`config.mk`:
```
export PLATFORM = sky130hd
export DESIGN_NAME = gdc_config_regs
export DESIGN_NICKNAME = d
export VERILOG_FILES = /design/src/gdc_pkg.sv /design/src/gdc_config_regs.sv /design/src/gdc_serial_port.sv
export SDC_FILE = /design/constraint.sdc
export NUM_CORES = 1
export LEC_CHECK = 0
export BUFFER_PORTS_ARGS = -buffer_cell sky130_fd_sc_hd__clkbuf_2
export CORE_MARGIN = 1
export CORE_UTILIZATION = 45
export CTS_BUF_LIST = sky130_fd_sc_hd__clkbuf_8
export DETAILED_ROUTE_END_ITERATION = 12
export PLACE_DENSITY = 0.75
export SYNTH_ARGS = -nofsm -noshare
export SYNTH_HDL_FRONTEND = slang
export SYNTH_SLANG_ARGS = --single-unit
export TNS_END_PERCENT = 50
```
`constraint.sdc`:
```
create_clock -name REF_CLK -period 2.1 [get_ports REF_CLK]
set_input_delay 0 -clock REF_CLK [delete_from_list [all_inputs] [get_ports REF_CLK]]
set_output_delay 0 -clock REF_CLK [all_outputs]
set_load 0.02 [all_outputs]
```
`src/gdc_pkg.sv`:
```
// shared constants and types for the gate driver configuration bank
package gdc_pkg;
    typedef logic [8:0]  ma_t;
    typedef logic [10:0] mv_t;
    typedef logic [10:0] word_t;
    typedef logic [3:0]  addr_t;

    // serial frame layout: rw, 4 address bits, 11 data bits
    localparam int    FRAME_BITS   = 16;
    localparam int    HDR_BITS     = 5;
    localparam int    RW_POS       = 15;
    localparam int    ADDR_MSB     = 14;
    localparam int    ADDR_LSB     = 11;

    localparam addr_t ADDR_DRV_CTRL = 4'h2;
    localparam addr_t ADDR_HS_GATE  = 4'h3;
    localparam addr_t ADDR_LS_GATE  = 4'h4;
    localparam addr_t ADDR_OC_CTRL  = 4'h5;
    localparam addr_t ADDR_AMP_CTRL = 4'h6;

    localparam word_t HS_GATE_RST  = 11'h377;
    localparam word_t LS_GATE_RST  = 11'h777;
    localparam word_t OC_CTRL_RST  = 11'h145;
    localparam word_t AMP_CTRL_RST = 11'h283;

    localparam logic [2:0] LOCK_CODE   = 3'b110;
    localparam logic [2:0] UNLOCK_CODE = 3'b011;
    localparam int    LOCK_LSB     = 8;
    localparam int    SRC_LSB      = 4;
    localparam int    SINK_LSB     = 0;
    localparam int    CBC_POS      = 10;
    localparam int    PEAK_LSB     = 8;
    localparam int    RETRY_POS    = 10;
    localparam int    DEAD_LSB     = 8;
    localparam int    MODE_LSB     = 6;
    localparam int    SCOPE_POS    = 5;
    localparam int    TRIP_LSB     = 0;
    localparam logic [2:0] TRIP_OFF = 3'b111;
    localparam int    REF_POS      = 9;
    localparam int    MEAS_POS     = 8;
    localparam int    GAIN_LSB     = 6;
    localparam int    SDIS_POS     = 5;
    localparam int    CAL_POS      = 4;
    localparam int    ACAL_POS     = 3;
    localparam int    SLVL_LSB     = 0;
    localparam int    CLR_POS      = 0;
    localparam int    BRAKE_POS    = 1;
    localparam int    COAST_POS    = 2;

    typedef enum logic [1:0] {
        OC_LATCH  = 2'b00,
        OC_RETRY  = 2'b01,
        OC_REPORT = 2'b10,
        OC_IGNORE = 2'b11
    } gdc_oc_mode_t;

    localparam int    CLK_PERIOD_NS  = 10;
    localparam int    DEAD_BASE_NS   = 50;
    localparam int    PEAK_BASE_NS   = 500;
    localparam int    DEAD_BASE_CYC  = (DEAD_BASE_NS + CLK_PERIOD_NS - 1) / CLK_PERIOD_NS;
    localparam int    PEAK_BASE_CYC  = (PEAK_BASE_NS + CLK_PERIOD_NS - 1) / CLK_PERIOD_NS;
    localparam int    RETRY_LONG_US  = 4000;
    localparam int    RETRY_SHORT_US = 50;
    localparam int    RETRY_LONG_CYC_DEF  = RETRY_LONG_US * 1000 / CLK_PERIOD_NS;
    localparam int    RETRY_SHORT_CYC_DEF = RETRY_SHORT_US * 1000 / CLK_PERIOD_NS;
endpackage

```
`src/gdc_config_regs.sv`:
```
// gate driver configuration registers, lock and overcurrent response

module gdc_config_regs #(
    parameter int RETRY_LONG_CYC  = gdc_pkg::RETRY_LONG_CYC_DEF,
    parameter int RETRY_SHORT_CYC = gdc_pkg::RETRY_SHORT_CYC_DEF
)(
    input  logic         REF_CLK,
    input  logic         ARST_N,
    input  logic         SCLK,
    input  logic         SDI,
    input  logic         CS_N,
    output logic         SDO,
    output logic         SDO_OE,
    input  logic         PWM_EDGE,
    input  logic [2:0]   DS_OC_IN,
    input  logic [2:0]   SENSE_OC_IN,
    output logic [2:0]   BRIDGE_OFF,
    output logic         OC_FAULT,
    output logic [2:0]   DS_OC_FLAGS,
    output logic [2:0]   SENSE_OC_FLAGS,
    output logic         COAST,
    output logic         BRAKE,
    output logic         REGS_LOCKED,
    output gdc_pkg::ma_t HS_SOURCE_MA,
    output gdc_pkg::ma_t HS_SINK_MA,
    output gdc_pkg::ma_t LS_SOURCE_MA,
    output gdc_pkg::ma_t LS_SINK_MA,
    output logic [8:0]   PEAK_DRIVE_CYCLES,
    output logic [5:0]   DEAD_TIME_CYCLES,
    output gdc_pkg::mv_t DS_TRIP_MV,
    output logic         DS_MONITOR_ON,
    output gdc_pkg::mv_t SENSE_TRIP_MV,
    output logic [5:0]   AMP_GAIN,
    output logic         REF_HALF,
    output logic         LS_MEAS_SENSE_NEG,
    output logic         CAL_ENABLE,
    output logic         AUTO_CAL_ENABLE
);
    import gdc_pkg::*;

    logic         locked_r;
    logic [7:0]   hs_lo_r;
    word_t        ls_r;
    word_t        oc_r;
    word_t        amp_r;
    logic         coast_r;
    logic         brake_r;
    logic         clr_pulse_r;
    logic [2:0]   ds_flag_r;
    logic [2:0]   sen_flag_r;
    logic [19:0]  retry_cnt_r;
    logic [2:0]   bridge_off_r;
    logic         wr_en;
    addr_t        wr_addr;
    word_t        wr_data;
    addr_t        rd_addr;
    word_t        rd_data;
    logic         cfg_wr;
    gdc_oc_mode_t mode;
    logic [2:0]   ds_ev;
    logic [2:0]   sen_ev;
    logic [2:0]   ds_flag_nxt;
    logic [2:0]   sen_flag_nxt;
    logic         any_flag;
    logic         any_set;
    logic         retry_done;
    logic         cbc_clear;
    logic         flag_clear;
    logic [19:0]  retry_limit;

    // source current in mA; sink is twice the source figure
    function automatic ma_t src_ma(input logic [2:0] code);
        case (code)
            3'd0:    src_ma = 9'd15;
            3'd1:    src_ma = 9'd15;
            3'd2:    src_ma = 9'd45;
            3'd3:    src_ma = 9'd60;
            3'd4:    src_ma = 9'd90;
            3'd5:    src_ma = 9'd105;
            3'd6:    src_ma = 9'd135;
            default: src_ma = 9'd150;
        endcase
    endfunction
    function automatic mv_t trip_mv(input logic [2:0] code);
        case (code)
            3'd0:    trip_mv = 11'd150;
            3'd1:    trip_mv = 11'd240;
            3'd2:    trip_mv = 11'd400;
            3'd3:    trip_mv = 11'd510;
            3'd4:    trip_mv = 11'd600;
            3'd5:    trip_mv = 11'd900;
            3'd6:    trip_mv = 11'd1800;
            default: trip_mv = 11'd0;
        endcase
    endfunction
    function automatic logic is_cfg(input addr_t a);
        is_cfg = (a == ADDR_LS_GATE) || (a == ADDR_OC_CTRL) || (a == ADDR_AMP_CTRL);
    endfunction
    gdc_serial_port u_port (
        .clk     (REF_CLK),
        .arst_n  (ARST_N),
        .sclk    (SCLK),
        .sdi     (SDI),
        .cs_n    (CS_N),
        .sdo     (SDO),
        .sdo_oe  (SDO_OE),
        .rd_addr (rd_addr),
        .rd_data (rd_data),
        .wr_en   (wr_en),
        .wr_addr (wr_addr),
        .wr_data (wr_data)
    );

    assign cfg_wr = wr_en && !locked_r;

    // lock state: only the exact codes change it
    always_ff @(posedge REF_CLK or negedge ARST_N)
    begin
        if (!ARST_N)
            locked_r <= 1'b0;
        else if (wr_en && wr_addr == ADDR_HS_GATE)
        begin
            if (!locked_r && wr_data[LOCK_LSB +: 3] == LOCK_CODE)
                locked_r <= 1'b1;
            else if (locked_r && wr_data[LOCK_LSB +: 3] == UNLOCK_CODE)
                locked_r <= 1'b0;
        end
    end

    // configuration registers, frozen while locked
    always_ff @(posedge REF_CLK or negedge ARST_N)
    begin
        if (!ARST_N)
        begin
            hs_lo_r <= HS_GATE_RST[7:0];
            ls_r    <= LS_GATE_RST;
            oc_r    <= OC_CTRL_RST;
            amp_r   <= AMP_CTRL_RST;
        end
        else if (cfg_wr)
        begin
            case (wr_addr)
                ADDR_HS_GATE:  hs_lo_r <= wr_data[7:0];
                ADDR_LS_GATE:  ls_r    <= wr_data;
                ADDR_OC_CTRL:  oc_r    <= wr_data;
                ADDR_AMP_CTRL: amp_r   <= wr_data;
                default:       hs_lo_r <= hs_lo_r;
            endcase
        end
    end

    // driver control bits stay writable under lock; clear bit self resets
    always_ff @(posedge REF_CLK or negedge ARST_N)
    begin
        if (!ARST_N)
        begin
            coast_r     <= 1'b0;
            brake_r     <= 1'b0;
            clr_pulse_r <= 1'b0;
        end
        else
        begin
            clr_pulse_r <= wr_en && wr_addr == ADDR_DRV_CTRL && wr_data[CLR_POS];
            if (wr_en && wr_addr == ADDR_DRV_CTRL)
            begin
                coast_r <= wr_data[COAST_POS];
                brake_r <= wr_data[BRAKE_POS];
            end
        end
    end

    always_comb
    begin
        case (rd_addr)
            ADDR_DRV_CTRL: rd_data = {8'h00, coast_r, brake_r, 1'b0};
            ADDR_HS_GATE:  rd_data = {(locked_r ? LOCK_CODE : UNLOCK_CODE), hs_lo_r};
            ADDR_LS_GATE:  rd_data = ls_r;
            ADDR_OC_CTRL:  rd_data = oc_r;
            ADDR_AMP_CTRL: rd_data = amp_r;
            default:       rd_data = 11'h000;
        endcase
    end

    // overcurrent event qualification
    assign mode    = gdc_oc_mode_t'(oc_r[MODE_LSB +: 2]);
    assign ds_ev   = (oc_r[TRIP_LSB +: 3] != TRIP_OFF && mode != OC_IGNORE)
                     ? DS_OC_IN : 3'b000;
    assign sen_ev  = (!amp_r[SDIS_POS] && mode != OC_IGNORE)
                     ? SENSE_OC_IN : 3'b000;
    assign any_flag = |{ds_flag_r, sen_flag_r};
    assign any_set  = |{ds_ev, sen_ev};
    assign retry_limit = oc_r[RETRY_POS] ? 20'(RETRY_SHORT_CYC - 1)
                                         : 20'(RETRY_LONG_CYC - 1);
    assign retry_done = mode == OC_RETRY && any_flag && retry_cnt_r >= retry_limit;
    assign cbc_clear  = mode == OC_RETRY && ls_r[CBC_POS] && PWM_EDGE;
    assign flag_clear = clr_pulse_r || retry_done || cbc_clear;
    assign ds_flag_nxt  = ds_ev  | (ds_flag_r  & ~{3{flag_clear}});
    assign sen_flag_nxt = sen_ev | (sen_flag_r & ~{3{flag_clear}});

    // new events win over a clear in the same cycle
    always_ff @(posedge REF_CLK or negedge ARST_N)
    begin
        if (!ARST_N)
        begin
            ds_flag_r  <= 3'b000;
            sen_flag_r <= 3'b000;
        end
        else
        begin
            ds_flag_r  <= ds_flag_nxt;
            sen_flag_r <= sen_flag_nxt;
        end
    end

    // retry interval restarts on every new event
    always_ff @(posedge REF_CLK or negedge ARST_N)
    begin
        if (!ARST_N)
            retry_cnt_r <= 20'h0_0000;
        else if (any_set || !any_flag || mode != OC_RETRY)
            retry_cnt_r <= 20'h0_0000;
        else
            retry_cnt_r <= retry_cnt_r + 20'h0_0001;
    end

    // shutdown only in latched or retry mode
    always_ff @(posedge REF_CLK or negedge ARST_N)
    begin
        if (!ARST_N)
            bridge_off_r <= 3'b000;
        else if (mode == OC_LATCH || mode == OC_RETRY)
            bridge_off_r <= oc_r[SCOPE_POS] ? (ds_flag_r | sen_flag_r)
                                            : {3{any_flag}};
        else
            bridge_off_r <= 3'b000;
    end

    // decoded settings, held in flip-flops
    always_ff @(posedge REF_CLK or negedge ARST_N)
    begin
        if (!ARST_N)
        begin
            HS_SOURCE_MA      <= 9'h000;
            HS_SINK_MA        <= 9'h000;
            LS_SOURCE_MA      <= 9'h000;
            LS_SINK_MA        <= 9'h000;
            PEAK_DRIVE_CYCLES <= 9'h000;
            DEAD_TIME_CYCLES  <= 6'h00;
            DS_TRIP_MV        <= 11'h000;
            DS_MONITOR_ON     <= 1'b0;
            SENSE_TRIP_MV     <= 11'h000;
            AMP_GAIN          <= 6'h00;
            REF_HALF          <= 1'b0;
            LS_MEAS_SENSE_NEG <= 1'b0;
            CAL_ENABLE        <= 1'b0;
            AUTO_CAL_ENABLE   <= 1'b0;
        end
        else
        begin
            HS_SOURCE_MA      <= src_ma(hs_lo_r[SRC_LSB +: 3]);
            HS_SINK_MA        <= 9'(src_ma(hs_lo_r[SINK_LSB +: 3]) << 1);
            LS_SOURCE_MA      <= src_ma(ls_r[SRC_LSB +: 3]);
            LS_SINK_MA        <= 9'(src_ma(ls_r[SINK_LSB +: 3]) << 1);
            PEAK_DRIVE_CYCLES <= 9'(PEAK_BASE_CYC << ls_r[PEAK_LSB +: 2]);
            DEAD_TIME_CYCLES  <= 6'(DEAD_BASE_CYC << oc_r[DEAD_LSB +: 2]);
            DS_TRIP_MV        <= trip_mv(oc_r[TRIP_LSB +: 3]);
            DS_MONITOR_ON     <= oc_r[TRIP_LSB +: 3] != TRIP_OFF;
            SENSE_TRIP_MV     <= 11'(250 * (amp_r[SLVL_LSB +: 2] + 3'd1));
            AMP_GAIN          <= 6'(5 << amp_r[GAIN_LSB +: 2]);
            REF_HALF          <= amp_r[REF_POS];
            LS_MEAS_SENSE_NEG <= amp_r[MEAS_POS];
            CAL_ENABLE        <= amp_r[CAL_POS];
            AUTO_CAL_ENABLE   <= amp_r[ACAL_POS];
        end
    end

    assign BRIDGE_OFF     = bridge_off_r;
    assign OC_FAULT       = any_flag;
    assign DS_OC_FLAGS    = ds_flag_r;
    assign SENSE_OC_FLAGS = sen_flag_r;
    assign COAST          = coast_r;
    assign BRAKE          = brake_r;
    assign REGS_LOCKED    = locked_r;
endmodule

```
`src/gdc_serial_port.sv`:
```
// serial register port: 16-bit frames, sampled on falling clock edge
module gdc_serial_port
    import gdc_pkg::*;
(
    input  logic  clk,
    input  logic  arst_n,
    input  logic  sclk,
    input  logic  sdi,
    input  logic  cs_n,
    output logic  sdo,
    output logic  sdo_oe,
    output addr_t rd_addr,
    input  word_t rd_data,
    output logic  wr_en,
    output addr_t wr_addr,
    output word_t wr_data
);
    logic        sclk_d_r;
    logic        cs_d_r;
    logic [4:0]  cnt_r;
    logic [15:0] shift_r;
    logic [10:0] tx_r;
    addr_t       addr_r;
    logic        fall;
    logic        rise;

    assign fall   = sclk_d_r & ~sclk & ~cs_n;
    assign rise   = ~sclk_d_r & sclk & ~cs_n;
    assign sdo    = tx_r[10];
    assign sdo_oe = ~cs_n;
    assign rd_addr = addr_r;

    always_ff @(posedge clk or negedge arst_n)
    begin
        if (!arst_n)
        begin
            sclk_d_r <= 1'b0;
            cs_d_r   <= 1'b1;
        end
        else
        begin
            sclk_d_r <= sclk;
            cs_d_r   <= cs_n;
        end
    end

    // receive side: count and shift in data bits
    always_ff @(posedge clk or negedge arst_n)
    begin
        if (!arst_n)
        begin
            cnt_r   <= 5'h0;
            shift_r <= 16'h0000;
            addr_r  <= 4'h0;
        end
        else if (cs_n)
            cnt_r <= 5'h0;
        else if (fall)
        begin
            shift_r <= {shift_r[14:0], sdi};
            if (cnt_r != 5'h1f)
                cnt_r <= cnt_r + 5'h1;
            if (cnt_r == 5'(HDR_BITS - 1))
                addr_r <= {shift_r[2:0], sdi};
        end
    end

    // transmit side: read data follows the header
    always_ff @(posedge clk or negedge arst_n)
    begin
        if (!arst_n)
            tx_r <= 11'h000;
        else if (cs_n)
            tx_r <= 11'h000;
        else if (rise)
        begin
            if (cnt_r == 5'(HDR_BITS))
                tx_r <= rd_data;
            else
                tx_r <= {tx_r[9:0], 1'b0};
        end
    end

    // a write commits when select rises after exactly one full frame
    always_ff @(posedge clk or negedge arst_n)
    begin
        if (!arst_n)
        begin
            wr_en   <= 1'b0;
            wr_addr <= 4'h0;
            wr_data <= 11'h000;
        end
        else
        begin
            wr_en   <= ~cs_d_r ? (cs_n && cnt_r == 5'(FRAME_BITS) && !shift_r[RW_POS]) : 1'b0;
            wr_addr <= shift_r[ADDR_MSB:ADDR_LSB];
            wr_data <= shift_r[10:0];
        end
    end
endmodule
```
== Word level (Yosys, flattened, before mapping) ==
Cells that the tools add are included.

* Register bits: 209
* Bits in latches: 0
* Bits in writable memories: 0
* Bits in read-only memories: 0
* Input port bits: 12
* Output and inout port bits: 99
* Word-level logic and storage cells: 175
* Memories kept: 0

* Add/subtract/negate cells: 3
* $mul: 1
* Div/mod/pow operators: 0
* $lt $le $gt $ge: 1
* Equality and inequality tests: 50
* Shifts and indexed selects: 3
* Mux-type cells: 22
* Bitwise logic cells: 13
* Reduce and logical (&&, ||, !) cells: 47

{| class="wikitable"
|+ Operator list
! operator !! count
|-
| $pmux 8 s6 || 4
|-
| $pmux 11 s7 || 1
|-
| $pmux 11 s5 || 1
|-
| $eq 3x3->1 const B || 16
|-
| $eq 3x2->1 const B || 11
|-
| $mux 11 || 3
|-
| $eq 4x3->1 const B || 6
|-
| $add 20x1->20 const B || 1
|-
| $ge 20x19->1 || 1
|-
| $mux 20 || 1
|-
| $mux 19 || 1
|-
| $eq 4x2->1 const B || 4
|-
| $eq 3x1->1 const B || 5
|-
| $logic_not 3->1 || 5
|-
| $mux 3 || 5
|-
| $mux 5 || 3
|-
| $logic_and 1x1->1 || 14
|-
| $reduce_and 2->1 || 7
|-
| $reduce_or 6->1 || 2
|-
| $shl 3x2->6 const A || 2
|-
| $eq 5x3->1 const B || 2
|-
| $mul 7x3->10 const A || 1
|-
| $or 3x3->3 || 3
|-
| $shl 6x2->9 const A || 1
|-
| other kinds (19) || 40
|}

== Logic depth before layout (Yosys ltp) ==
* Depth in word-level cells: 8
* Depth in mapped cells: 7
* Depth with buffers taken out: 7

== Hierarchy ==
Synthesis repeated with hierarchy kept, for this count alone.

* Cell total of the unflattened synthesis: 624
* Area total of the unflattened synthesis: 8,256.7 sq um

{| class="wikitable"
|+ By module, submodules not included
! module !! instances !! cells each !! area each (sq um) !! seq. area each (sq um)
|-
| gdc_config_regs || 1 || 492 || 6,183.4 || 3,807.4
|-
| gdc_serial_port || 1 || 132 || 2,073.2 || 1,352.5
|}

== Least setup slack after synthesis ==
No wires, ideal clock.

* Path kind: flip-flop to flip-flop
* From: register amp_r[0]
* To: register SENSE_TRIP_MV[8]
* Setup time: 0.123 ns
* Data arrival time: 1.927 ns
* Required time: 1.977 ns
* Path slack: 0.051 ns
* Stages on the path, launching flop included: 8
* Path buffers: 1
* Period minus slack after synthesis: 2.049 ns
* Path through: dfstp_2 -> inv_1 -> ha_1 -> xnor2_1 -> ha_1 -> clkbuf_1 -> fa_1 -> xnor2_1

* Cells in the longest elaborated chain, start to end: 2

{| class="wikitable"
|+ RTL lines
! item !! RTL line !! RTL
|-
| start, declared || gdc_config_regs.sv:45 || <nowiki>word_t amp_r;</nowiki>
|-
| start signal, assigned || gdc_config_regs.sv:146 || <nowiki>ADDR_AMP_CTRL: amp_r <= wr_data;</nowiki>
|-
| $add 2x1->3 || gdc_config_regs.sv:268 || <nowiki>SENSE_TRIP_MV <= 11'(250 * (amp_r[SLVL_LSB +: 2] + 3'd1));</nowiki>
|-
| $mul 7x3->10 || gdc_config_regs.sv:268 ||
|-
| end signal, assigned || gdc_config_regs.sv:268 ||
|-
| end, declared || gdc_config_regs.sv:32 || <nowiki>output gdc_pkg::mv_t SENSE_TRIP_MV,</nowiki>
|}

Every way passes these cells.
A chain may end at the register's enable or synchronous reset.

== Worst setup path after layout ==
* From: register amp_r[1]
* To: register SENSE_TRIP_MV[7]

The elaborated chain is that of the path after synthesis.

==> results.json <==
{
  "multi_input_area_um2": 2875,
  "synth-compound-area-share_pct": 7.374,
  "die-height_um": 137.8,
  "start_kind": "flip-flop",
  "portBuffers": 103,
  "cp_max_fo": 7,
  "synth_top_family_by_area": "multiplexers",
  "met2WireLength_mm": 7.661,
  "finalCriticalPeriod_ns": 1.985,
  "coreArea_um2": 18020,
  "setup_violations": 0,
  "cts_tree": "done",
  "diodes": 0,
  "slew_viol_final": 0,
  "synth_xor_xnor_area_share_pct": 2.956,
  "syn_area_um2": 8297,
  "overflow": 0,
  "antenna_found_initial": 0,
  "min_path_type": "primary input to flip-flop",
  "hpwl_mm": 10.46,
  "synth_edf_count": 0,
  "drc_errors": 0,
  "clk_pin_slew_worst_paths_ns": 0.07,
  "dpl_worst_slack_ns": 0.05541,
  "drive_above_1_share_pct": 33.58,
  "total_power_mw": 7.939,
  "peakVddDrop_mv": 0.4490,
  "rows": 49,
  "area_delta_synth_final_pct": 19.76,
  "cp.arrival_ns": 2.40,
  "crit_type": "flip-flop to flip-flop",
  "synth_mux_area_share_pct": 10.29,
  "synth.avg_cell_area_um2": 12.90,
  "clock-root-buffer": "clkbuf_8",
  "gr-usage-all-layers_pct": 16.78,
  "first_global_vias": 5255,
  "fin_ws_ns": 0.1145,
  "finClkSkew_ns": 0.01099,
  "clk_latency_ns": 0.54,
  "p_per_area_nw_per_um2": 799.0,
  "wl_mm": 15.40,
  "viasPerCell": 5.046,
  "power.leakage_nw": 4.714,
  "die_x_um": 137.8,
  "drtIter0Drc": 273,
  "cts_max_path_buffers": 3,
  "ys_seq_elements": 205,
  "cts.sinks": 205,
  "grt_max_degree": 68,
  "cts_made_buffers": 30,
  "synth-adder-area-share_pct": 4.404,
  "slew_headroom_pct": 57.63,
  "regArea_um2": 5161,
  "gp_congestion": 0.7695,
  "final_common_cell": "dfrtp_1",
  "syn_inst": 643,
  "htree_levels": 1,
  "synth-main-ff-cell": "dfrtp_1",
  "setup_tns_ns": 0,
  "synthArstFlopShare_pct": 100.0,
  "mostFrequentLayoutCells": "dfrtp_1 (180), clkbuf_2 (102), mux2_2 (66), inv_1 (48), nor2_1 (47)",
  "wl_per_cell_um": 14.87,
  "yosys.area_share.simple_pct": 9.290,
  "post-route-period-util_pct": 94.55,
  "ant_nets": 0,
  "regToRegSetupSlack_ns": 0.11,
  "wl_met3_um": 739,
  "run_status": "complete, no violations",
  "yosysWarningCount": 0,
  "met1_length_mm": 6.705,
  "end_kind": "flip-flop",
  "required_ns": 2.52,
  "tightest_slew_ns": 0.6332,
  "ys_seq_area_share_pct": 62.19,
  "nNetsFinal": 823,
  "yosysUniqueCellTypes": 56,
  "topRoutingLayerUsed": "met4",
  "floorplan.initialDensity_pct": 46.03,
  "fp.dieArea_um2": 18980,
  "io_pins": 111,
  "dr_total_vias": 5228,
  "max_cap_viol_count": 0,
  "hold_violations": 0,
  "max_freq_ghz": 0.5037,
  "grt_pass1_wl_mm": 25.32,
  "rsz0062_at_grt": "false",
  "first_pass_iters": 4,
  "fill_cells": 1495
}
==> area by class of cell <==
class | count | share of cell area, %
clock inverter | 19 | 1.612
multi-input combinational | 377 | 28.94
clock buffer | 37 | 5.125
sequential | 205 | 51.95
tap | 229 | 2.884
inverter | 37 | 1.398
timing repair buffer | 132 | 8.097
==> power by group <==
| part | leakage (nW) | switching (mW) | internal [mW] |
|---|---|---|---|
| sequential | 2.52 | 0.161 | 4.10 |
| clock | 0.387 | 1.45 | 1.96 |
| combinational | 1.80 | 0.147 | 0.114 |
==> worst max-delay path, cell delays in order, from the launching register on <==
cell and delay, ns:
dfstp_2 0.59, inv_1 0.08, ha_1 0.32, xnor2_1 0.17, ha_2 0.23, inv_1 0.08
fa_1 0.39
==> metal layers <==
layer / up-vias / GRT usage, %
met5: - / 0
met4: 0 / 5.314
met3: 29 / 3.017
met2: 117 / 28.81
met1: 2597 / 21.44
li1: 2485 / -
==> flip-flops by register name, summed over array words and instances, names as in the netlist, 6 cells and up <==
name,flops
retry_cnt_r,20
u_port.shift_r,16
amp_r,11
ls_r,11
oc_r,11
u_port.tx_r,11
u_port.wr_data,11
DS_TRIP_MV,10
SENSE_TRIP_MV,10
HS_SINK_MA,8
HS_SOURCE_MA,8
LS_SINK_MA,8
LS_SOURCE_MA,8
PEAK_DRIVE_CYCLES,8
hs_lo_r,8
AMP_GAIN,6
DEAD_TIME_CYCLES,6
==> metrics by stage <==
step | hold slack [ns] | util, % | instance area (um2) | std cells
after CTS | 0.01622 | 55.10 | 9932 | 1036
after detailed placement | -0.002396 | 50.72 | 9143 | 969
final | 0.03581 | 55.12 | 9936 | 1036
after global routing | 0.04548 | 55.12 | 9936 | 1036
after global placement | -0.007510 | 50.72 | 9143 | 969
after floorplan | -0.2956 | - | 8319 | 649
==> worst paths after layout <==
check,startpoint,depth (start not counted),endpoint
setup / recovery,amp_r[1]$_DFFE_PN1P_,6,SENSE_TRIP_MV[7]$_DFF_PN0_
hold / removal,PWM_EDGE,5,SENSE_OC_FLAGS[0]$_DFF_PN0_
setup reg to reg,amp_r[1]$_DFFE_PN1P_,6,SENSE_TRIP_MV[7]$_DFF_PN0_
hold reg to reg,u_port.shift_r[14]$_DFFE_PN0P_,0,u_port.wr_addr[3]$_DFF_PN0_
max in group asynchronous,ARST_N,3,u_port.cs_d_r$_DFF_PN1_
min in group asynchronous,ARST_N,2,amp_r[7]$_DFFE_PN1P_
==> logic make-up after synthesis <==
family                     after synthesis
DFF                                    205
and+or+nand+nor                        150
AOI/OAI and AO/OA                       87
muxes                                   77
buffers and inverters                   67
adders and majority gates               28
xor gates and xnor gates                28
other                                    1
==> what timing repair did <==
item	CTS	global route
hold buffers	11	0
resized for setup	0	2
buffers inserted	0	0
setup endpoints to repair	0	8
hold endpoints to repair	222	0
==> synth_stat cells, drive strengths merged (6+ instances only) <==
cell,count,area (um2)
a22oi,21,157.7
nor2,48,182.7
a22o,7,65.06
ha,26,325.3
o21ai,13,65.06
nand4,7,43.79
a21oi,11,58.81
nand3,12,60.06
inv,37,138.9
nand2,31,116.4
buf,11,72.57
xnor2,14,122.6
clkbuf,19,75.07
mux2i,11,110.1
mux2,66,743.2
xor2,14,122.6
o22a,7,61.31
nand2b,6,37.54
dfstp,24,630.6
o22ai,11,68.82
dfrtp,181,4529
nor2b,16,100.1
(Power assumes the default switching activity.)
